<file path="config.mk">
export PLATFORM = sky130hd
export DESIGN_NAME = aspc_serial_port
export DESIGN_NICKNAME = d
export VERILOG_FILES = /design/src/logic/aspc_pkg.sv /design/src/logic/aspc_serial_port.sv /design/src/logic/aspc_fifo.sv
export VERILOG_INCLUDE_DIRS = /design/src /design/src/logic
export SDC_FILE = /design/constraint.sdc
export NUM_CORES = 1
export LEC_CHECK = 0
export BUFFER_PORTS_ARGS = -buffer_cell sky130_fd_sc_hd__buf_2
export CORE_ASPECT_RATIO = 1.5
export CORE_MARGIN = 1.5
export CORE_UTILIZATION = 25
export CTS_BUF_LIST = sky130_fd_sc_hd__clkbuf_8 sky130_fd_sc_hd__clkbuf_16
export DETAILED_ROUTE_END_ITERATION = 10
export HOLD_SLACK_MARGIN = 0.06
export PLACE_DENSITY_LB_ADDON = 0.3
export SLEW_MARGIN = 20
export SYNTH_ARGS = -nofsm -noshare
export SYNTH_HDL_FRONTEND = slang
export SYNTH_SLANG_ARGS = --single-unit
</file>
<file path="constraint.sdc">
create_clock -name i_clk_sys -period 2.3 [get_ports i_clk_sys]
set_clock_uncertainty 0.15 [all_clocks]
set_input_delay 0.115 -clock i_clk_sys [delete_from_list [all_inputs] [get_ports i_clk_sys]]
set_output_delay 0.115 -clock i_clk_sys [all_outputs]
set_load 0.02 [all_outputs]
</file>
<file path="src/logic/aspc_consts.svh">
// Constants of the converter serial port and control block.
// Assumes the master clock is the block clock i_clk_sys.
`ifndef ASPC_CONSTS_SVH
`define ASPC_CONSTS_SVH

// Width of one conversion word
`define ASPC_WORD_W 20
// Index of the last bit of a word (word width minus one)
`define ASPC_BIT_LAST 5'h13
// Depth of the conversion word buffer
`define ASPC_FIFO_DEPTH 8
// Master cycles that mark a word load with the valid flag high
`define ASPC_LOAD_CYC 3'h4
// Master cycles the calibration request may stay high without a reset
`define ASPC_CAL_HOLD_CYC 3'h4
// Last phase of the divide-by-four self shift clock
`define ASPC_SSC_LAST 2'h3
// Synchroniser reset value: chip select and standby at their idle high level
`define ASPC_PINS_IDLE 8'h0A

`endif

</file>
<file path="src/logic/aspc_pkg.sv">
// Types shared by the converter serial port and control block.
// Assumes the constants header is on the include path.
`include "aspc_consts.svh"
`default_nettype none

package aspc_pkg;

  // Word holder state
  typedef enum logic [1:0] {ST_EMPTY, ST_LOAD, ST_VALID, ST_SHIFT} aspc_state_t;

  // One conversion word
  typedef logic [`ASPC_WORD_W-1:0] aspc_word_t;

  // Pins that arrive from outside the clock domain
  typedef struct packed {
    logic mode;
    logic trim_select_b;
    logic trim_select_a;
    logic input_polarity_select;
    logic standby_n;
    logic cal_req;
    logic cs_n;
    logic sclk;
  } aspc_pins_t;

  // Calibration control towards the converter core
  typedef struct packed {
    logic       reset;
    logic       start;
    logic [1:0] kind;
  } aspc_cal_t;

endpackage : aspc_pkg

`default_nettype wire

</file>
<file path="src/logic/aspc_serial_port.sv">
// Serial output port and control pins of the sigma-delta converter.
// Assumes i_clk_sys is the master clock; all pins are asynchronous.
`include "aspc_consts.svh"
`default_nettype none

// Summary of operation
// - Mode low: external shift clock, MSB first.
// - Mode high: drive shift clock, quarter rate.
// - Trim selects sampled at calibration request rise.
// - Standby low enters low power state.
// - Polarity select: low unipolar, high bipolar.
// - Request high over four cycles resets, calibrates.
// - Chip select falling starts word transfer.
// - Valid flag low while word is held.
// - Valid flag high after complete word.
// - Valid flag high four cycles on load.
// - Each result is a 20-bit serial word.
// - Data changes on shift clock falling edge.
// - Early deselect finishes bit, then releases pins.
// - Chip select during load interval is ignored.
module aspc_serial_port
  import aspc_pkg::*;
(
  // Clock and reset
  input  wire logic       i_clk_sys,
  input  wire logic       i_resetn,
  // Static and control pins
  input  wire logic       i_mode,
  input  wire logic       i_trim_select_a,
  input  wire logic       i_trim_select_b,
  input  wire logic       i_input_polarity_select,
  input  wire logic       i_standby_n,
  input  wire logic       i_cal_req,
  // Serial port pins
  input  wire logic       i_cs_n,
  input  wire logic       i_sclk,
  output logic            o_sclk,
  output logic            o_sclk_oe,
  output logic            o_serial_out_data,
  output logic            o_serial_out_data_oe,
  output logic            o_word_valid_n,
  // Conversion words from the filter
  input  wire logic       i_conv_valid,
  input  wire aspc_word_t i_conv_data,
  output logic            o_conv_ready,
  // Core control
  output logic            o_low_power,
  output logic            o_bipolar,
  output aspc_cal_t       o_cal
);

  aspc_pins_t  pins_m_q;
  aspc_pins_t  pins_s_q;
  logic        sclk_prev_q;
  logic        cs_prev_q;
  logic        cal_prev_q;
  logic [2:0]  cal_cnt_q;
  aspc_cal_t   cal_q;
  aspc_state_t state_q;
  logic [2:0]  load_cnt_q;
  aspc_word_t  word_q;
  aspc_word_t  shreg_q;
  logic [4:0]  bit_cnt_q;
  logic        data_q;
  logic        data_oe_q;
  logic        abort_q;
  logic        self_q;
  logic [1:0]  div_q;
  logic        sclk_q;
  logic        sclk_oe_q;
  logic        low_power_q;
  logic        bipolar_q;
  logic        fifo_valid;
  logic        fifo_ready;
  aspc_word_t  fifo_data;
  logic        cs_fall;
  logic        cal_rise;
  logic        ext_fall;
  logic        fall_evt;
  logic        last;
  logic        finish;
  logic        start;
  logic        pop;

  // Conversion words wait here while a transfer holds the output word
  aspc_fifo #(
    .W     (`ASPC_WORD_W),
    .DEPTH (`ASPC_FIFO_DEPTH)
  ) u_fifo (
    .i_clk      (i_clk_sys),
    .i_resetn   (i_resetn),
    .i_wr_valid (i_conv_valid),
    .o_wr_ready (o_conv_ready),
    .i_wr_data  (i_conv_data),
    .o_rd_valid (fifo_valid),
    .i_rd_ready (fifo_ready),
    .o_rd_data  (fifo_data)
  );

  // Two-stage synchroniser for every pin
  always_ff @(posedge i_clk_sys or negedge i_resetn)
  begin
    if (!i_resetn)
    begin
      // Idle levels, so no false low power or select edge follows reset
      pins_m_q <= `ASPC_PINS_IDLE;
      pins_s_q <= `ASPC_PINS_IDLE;
    end
    else
    begin
      pins_m_q <= {i_mode, i_trim_select_b, i_trim_select_a, i_input_polarity_select,
                   i_standby_n, i_cal_req, i_cs_n, i_sclk};
      pins_s_q <= pins_m_q;
    end
  end

  // Previous levels for edge detection
  always_ff @(posedge i_clk_sys or negedge i_resetn)
  begin
    if (!i_resetn)
    begin
      sclk_prev_q <= 1'b0;
      cs_prev_q   <= 1'b1;
      cal_prev_q  <= 1'b0;
    end
    else
    begin
      sclk_prev_q <= pins_s_q.sclk;
      cs_prev_q   <= pins_s_q.cs_n;
      cal_prev_q  <= pins_s_q.cal_req;
    end
  end

  assign cs_fall  = cs_prev_q && !pins_s_q.cs_n;
  assign cal_rise = !cal_prev_q && pins_s_q.cal_req;
  assign ext_fall = sclk_prev_q && !pins_s_q.sclk;
  assign fall_evt = (state_q == ST_SHIFT) && (self_q ? sclk_q : ext_fall);
  assign last     = (bit_cnt_q == `ASPC_BIT_LAST);
  assign finish   = fall_evt && (last || abort_q);
  assign start      = (state_q == ST_VALID) && cs_fall && !cal_q.reset;
  assign fifo_ready = ((state_q == ST_EMPTY) || (state_q == ST_VALID)) && !start && !cal_q.reset;
  assign pop        = fifo_ready && fifo_valid;

  always_ff @(posedge i_clk_sys or negedge i_resetn)
  begin
    if (!i_resetn)
    begin
      low_power_q <= 1'b0;
      bipolar_q   <= 1'b0;
    end
    else
    begin
      low_power_q <= !pins_s_q.standby_n;
      bipolar_q   <= pins_s_q.input_polarity_select;
    end
  end

  always_ff @(posedge i_clk_sys or negedge i_resetn)
  begin
    if (!i_resetn)
    begin
      cal_cnt_q <= 3'h0;
      cal_q     <= '0;
    end
    else
    begin
      cal_q.start <= 1'b0;
      if (cal_rise)
      begin
        cal_q.kind <= {pins_s_q.trim_select_b, pins_s_q.trim_select_a};
      end
      if (pins_s_q.cal_req)
      begin
        if (cal_cnt_q != `ASPC_CAL_HOLD_CYC)
        begin
          cal_cnt_q <= cal_cnt_q + 3'h1;
        end
        else
        begin
          cal_q.reset <= 1'b1;
        end
      end
      else
      begin
        cal_cnt_q <= 3'h0;
        if (cal_q.reset)
        begin
          cal_q.reset <= 1'b0;
          cal_q.start <= 1'b1;
        end
      end
    end
  end

  always_ff @(posedge i_clk_sys or negedge i_resetn)
  begin
    if (!i_resetn)
    begin
      state_q    <= ST_EMPTY;
      load_cnt_q <= 3'h0;
    end
    else if (cal_q.reset)
    begin
      state_q <= ST_EMPTY;
    end
    else
    begin
      unique case (state_q)
        ST_EMPTY, ST_VALID:
        begin
          if (start)
          begin
            state_q <= ST_SHIFT;
          end
          else if (pop)
          begin
            state_q    <= ST_LOAD;
            load_cnt_q <= 3'h1;
          end
        end
        ST_LOAD:
        begin
          if (load_cnt_q == `ASPC_LOAD_CYC)
          begin
            state_q <= ST_VALID;
          end
          else
          begin
            load_cnt_q <= load_cnt_q + 3'h1;
          end
        end
        ST_SHIFT:
        begin
          if (finish)
          begin
            state_q <= last ? ST_EMPTY : ST_VALID;
          end
        end
      endcase
    end
  end

  // Output word capture
  always_ff @(posedge i_clk_sys or negedge i_resetn)
  begin
    if (!i_resetn)
    begin
      word_q <= '0;
    end
    else if (pop)
    begin
      word_q <= fifo_data;
    end
  end

  always_ff @(posedge i_clk_sys or negedge i_resetn)
  begin
    if (!i_resetn)
    begin
      data_q    <= 1'b0;
      data_oe_q <= 1'b0;
      shreg_q   <= '0;
      bit_cnt_q <= 5'h00;
      abort_q   <= 1'b0;
      self_q    <= 1'b0;
    end
    else if (cal_q.reset)
    begin
      data_oe_q <= 1'b0;
      abort_q   <= 1'b0;
    end
    else if (start)
    begin
      data_q    <= word_q[`ASPC_WORD_W-1];
      shreg_q   <= {word_q[`ASPC_WORD_W-2:0], 1'b0};
      bit_cnt_q <= 5'h00;
      data_oe_q <= 1'b1;
      abort_q   <= 1'b0;
      self_q    <= pins_s_q.mode;
    end
    else if (state_q == ST_SHIFT)
    begin
      if (pins_s_q.cs_n)
      begin
        abort_q <= 1'b1;
      end
      if (finish)
      begin
        data_oe_q <= 1'b0;
      end
      else if (fall_evt)
      begin
        data_q    <= shreg_q[`ASPC_WORD_W-1];
        shreg_q   <= {shreg_q[`ASPC_WORD_W-2:0], 1'b0};
        bit_cnt_q <= bit_cnt_q + 5'h01;
      end
    end
  end

  // self shift clock, one high phase in four
  always_ff @(posedge i_clk_sys or negedge i_resetn)
  begin
    if (!i_resetn)
    begin
      div_q     <= 2'h0;
      sclk_q    <= 1'b0;
      sclk_oe_q <= 1'b0;
    end
    else if (start)
    begin
      div_q     <= 2'h0;
      sclk_q    <= 1'b0;
      sclk_oe_q <= pins_s_q.mode;
    end
    else if ((state_q == ST_SHIFT) && !finish && !cal_q.reset)
    begin
      div_q  <= div_q + 2'h1;
      sclk_q <= self_q && (div_q == `ASPC_SSC_LAST);
    end
    else
    begin
      sclk_q    <= 1'b0;
      sclk_oe_q <= 1'b0;
    end
  end

  // Pin outputs
  assign o_sclk               = sclk_q;
  assign o_sclk_oe            = sclk_oe_q;
  assign o_serial_out_data    = data_q;
  assign o_serial_out_data_oe = data_oe_q;
  assign o_word_valid_n       = !((state_q == ST_VALID) || (state_q == ST_SHIFT));
  assign o_low_power          = low_power_q;
  assign o_bipolar            = bipolar_q;
  assign o_cal                = cal_q;
endmodule // aspc_serial_port

`default_nettype wire

</file>
<file path="src/logic/aspc_fifo.sv">
// Word buffer with valid and ready on both sides.
// Assumes DEPTH is a power of two; both sides on one clock.
`default_nettype none

module aspc_fifo #(
  parameter int unsigned W     = 20,
  parameter int unsigned DEPTH = 8
) (
  // Clock and reset
  input  wire logic         i_clk,
  input  wire logic         i_resetn,
  // Fill side
  input  wire logic         i_wr_valid,
  output logic              o_wr_ready,
  input  wire logic [W-1:0] i_wr_data,
  // Drain side
  output logic              o_rd_valid,
  input  wire logic         i_rd_ready,
  output logic [W-1:0]      o_rd_data
);

  localparam int unsigned AW = $clog2(DEPTH);

  logic [W-1:0] mem_q [DEPTH];
  logic [AW:0]  wr_ptr_q;
  logic [AW:0]  rd_ptr_q;
  logic         full;
  logic         empty;
  logic         push;
  logic         pop;

  // Full when pointers differ only in the wrap bit
  assign full       = (wr_ptr_q[AW] != rd_ptr_q[AW]) && (wr_ptr_q[AW-1:0] == rd_ptr_q[AW-1:0]);
  assign empty      = (wr_ptr_q == rd_ptr_q);
  assign o_wr_ready = !full;
  assign o_rd_valid = !empty;
  assign push       = i_wr_valid && !full;
  assign pop        = i_rd_ready && !empty;
  assign o_rd_data  = mem_q[rd_ptr_q[AW-1:0]];

  // Storage entries
  for (genvar g = 0; g < DEPTH; g++)
  begin : g_entry
    always_ff @(posedge i_clk)
    begin
      if (push && (wr_ptr_q[AW-1:0] == AW'(g)))
      begin
        mem_q[g] <= i_wr_data;
      end
    end
  end

  // Pointers
  always_ff @(posedge i_clk or negedge i_resetn)
  begin
    if (!i_resetn)
    begin
      wr_ptr_q <= '0;
      rd_ptr_q <= '0;
    end
    else
    begin
      if (push)
      begin
        wr_ptr_q <= wr_ptr_q + 1'b1;
      end
      if (pop)
      begin
        rd_ptr_q <= rd_ptr_q + 1'b1;
      end
    end
  end

endmodule // aspc_fifo

`default_nettype wire

</file>
==> impl_metrics.csv <==
group,metric,value,unit
placement,dp_hpwl,12000,um
grt,grt_pass1_vias,5376,
critical_path,critical_path.top_delay_family,"simple AND/OR/NAND/NOR gates",
layout,multi_input_area,2750,um^2
sta,tns,0,ns
sta,period_share,94.1,%
floorplanning,dieWidth,167,um
flow_run,cap_violations,0,
critical_path,critPathBufInv,1,
synthesis,yosysTopAreaCellShare,47.6,%
power_and_ir_drop,combPwrFrac,29.0,%
synthesis,syn_area_per_cell,18.3,um^2
floorplanning,ios,43,
power_and_ir_drop,p_int,10.3,mW
sta,timing.final.max_slew_violations,0,
synthesis,synthFlopType,"edfxtp_1",
layout,nFillCells,3854,
critical_path,crit_chain,"xor2_1 > or4_1 > buf_2",
cts,clk_latency,0.53,ns
sta,relSlewSlack,68.3,%
synthesis,seq_area_frac_synth,70.7,%
route,drc,0,
cts,cts_tree,"built",
sta,max_slew.worst_pin.slew,0.474,ns
synthesis,netlist_area,10100,um^2
sta,fmaxAchievable,462,MHz
power_and_ir_drop,power_density,1180,nW/um^2
placement,pre_cts_ws,0.0701,ns
cts,root_buffer,"clkbuf_16",
critical_path,crit_type,"reg -> out",
synthesis,syn_nets,594,
power_and_ir_drop,p_switching,4.22,mW
layout,nNetsFinal,695,
floorplanning,start_util,25.2,%
critical_path,cpMaxStageDelayCell,"or4_1",
layout,n_antenna_cell,0,
cts,cts_num_sinks,253,
critical_path,worstPathArrival,1.90,ns
floorplanning,core,40000,um^2
route,wire_per_inst,17.4,um
cts,htreeDepth,1,
cts,clockBufferDepth,3,
critical_path,start_kind,"register",
grt,antenna_found_initial,0,
sta,finalHoldViolations,0,
route,vias_per_cell,4.28,
floorplanning,num_rows,90,
critical_path,crit_required,2.04,ns
sta,period_needed,2.17,ns
grt,grt.total_usage,10.1,%
synthesis,synth.ff_latch_count,253,
power_and_ir_drop,irDropWorstVdd,507,uV
synthesis,yosys.area.top_type,"edfxtp_1",
route,drtPass1Iterations,4,
placement,gp_congestion,0.675,
cts,cts_setup_buffers,0,
layout,ff_latch_area,7140,um^2
synthesis,synth_area_leaders,"edfxtp_1 48%, dfrtp_1 22%, mux4_2 6.2%",
route,wl,20400,um
critical_path,crit_fanout,5,
synthesis,ys_warn_count,0,
power_and_ir_drop,pwr-share-seq,44.0,%
sta,setup_ws,0.135,ns
cts,cts_inserted_buffers,25,
route,drtAntennaViolNets,0,
synthesis,yosysUniqueCellTypes,54,
sta,timing.hold.ws,0.0968,ns
critical_path,end_kind,"output port",
run_status,outcome,"finished, final reports clean",
layout,layout-drive-gt1-share,28.1,%
layout,area.growth.synth_to_final,21.7,%
grt,overflow,0,
grt,grt_max_degree,44,
grt,grt_pass1_wl,32000,um
placement,port_buffers,42,
power_and_ir_drop,clkPwrFrac,27.0,%
route,drt_iter0_drc,193,
route,vias,5031,
power_and_ir_drop,switching_share,29.1,%
synthesis,synth_edf_count,160,
sta,finalSetupViolCount,0,
sta,rsz0062_at_grt,"false",
synthesis,syn_inst,550,
critical_path,slowest_delay,0.54,ns
power_and_ir_drop,p_leak,4.53,nW
synthesis,postSynth.asyncResetShare,36.8,%
cts,clk_pin_slew,0.06,ns
worst_hold_path,hp-class,"in -> reg",
floorplanning,die_area,41600,um^2
floorplanning,die_h,249,um
layout,finalCoreUtilization,30.7,%
[placed cells by master (no fill, tap or decap), types with 15 or more instances in the layout]
cell type / n
edfxtp_1: 160
dfrtp_1: 87
buf_2: 41
nand2_1: 38
dlygate4sd3_1: 36
mux4_2: 28
mux2i_1: 27
mux2_2: 25
clkbuf_16: 25
o21ai_0: 20
mux2_4: 18
inv_1: 15
buf_12: 15
[flip-flops by register name, summed over array words and instances, names as in the netlist]
name	flops
abort_q	1
bit_cnt_q	5
cal_cnt_q	3
cal_prev_q	1
cs_prev_q	1
div_q	2
load_cnt_q	3
o_bipolar	1
o_cal	4
o_low_power	1
o_sclk	1
o_sclk_oe	1
o_serial_out_data	1
o_serial_out_data_oe	1
pins_m_q	8
pins_s_q	8
sclk_prev_q	1
self_q	1
shreg_q	19
state_q	2
u_fifo.mem_q	160
u_fifo.rd_ptr_q	4
u_fifo.wr_ptr_q	4
word_q	20
[layer usage]
metal,global-route usage (%),up-vias,share of wire (%)
li1,-,2334,-
met5,0,-,0
met1,11.6,2598,42
met4,3.32,0,2.1
met2,18.9,71,53
met3,1.49,28,2.9
[worst paths after layout]
check	cells after the start	end	slack, ns	startpoint
worst max register to register	4	u_fifo.mem_q[1][13]	0.15	u_fifo.wr_ptr_q[1]
worst min-delay path	2	pins_m_q[3]	0.1	i_standby_n
min in group asynchronous	3	pins_s_q[1]	0.56	i_resetn
max in group asynchronous	4	pins_s_q[3]	1.13	i_resetn
worst max-delay path	3	o_conv_ready	0.13	u_fifo.wr_ptr_q[1]
worst min register to register	0	pins_s_q[5]	0.20	pins_m_q[5]
[power groups by stage]
stage               sequential, mW  combinational [mW]  clock, mW
floorplan                     6.30                3.18          0
global placement              6.48                4.24          0
detailed placement            6.50                4.26          0
CTS                           6.42                4.34       4.06
global route                  6.51                4.60       4.23
finish                        6.39                4.21       3.93
[timing repair]
action	4_1_cts	5_1_grt
hold buffers	37	0
endpoints found under the hold margin	265	0
setup endpoints to repair	0	160
resized for setup	0	1
[synth_stat cells, types with 3 or more instances]
| cell | n |
|---|---|
| edfxtp_1 | 160 |
| dfrtp_1 | 88 |
| nand2_1 | 38 |
| mux4_2 | 28 |
| mux2i_1 | 27 |
| mux2_2 | 25 |
| o21ai_0 | 20 |
| mux2_4 | 18 |
| clkbuf_1 | 13 |
| ha_1 | 13 |
| inv_1 | 13 |
| mux4_1 | 12 |
| buf_6 | 8 |
| and3_1 | 7 |
| nor2_1 | 7 |
| xor2_1 | 6 |
| dfstp_2 | 5 |
| xnor2_1 | 5 |
| and2_1 | 4 |
| nand4_1 | 4 |
| nor3_1 | 4 |
| buf_4 | 3 |
| nand3_1 | 3 |
[stage by stage]
step	power (mW)	cells	area, um^2
floorplan	9.49	550	10100
global placement	10.7	1093	11100
detailed placement	10.8	1093	11100
CTS	14.8	1175	12300
global route	15.3	1175	12300
finish	14.5	1175	12300
[kinds of logic (layout without fill, tap and decap cells)]
group,Yosys count,in the layout,synth area share [%]
flip-flops,253,253,70.7
AO/OA/AOI/OAI,44,44,2.85
adder cells (fa/ha/maj),13,13,1.61
XOR/XNOR,11,11,0.955
buffers and inverters,39,158,2.18
AND/OR/NAND/NOR,80,80,4.15
multiplexers,110,110,17.5
[area by class of cell]
class                   count  area share [%]
clock inverters            20            1.32
multi-input cells         258            22.4
repair buffers            100            7.54
clock buffers              25            5.09
inverters                  13           0.397
flip-flops and latches    253            58.1
well taps                 506            5.15
Note: power is estimated with default switching activity, not from simulation.
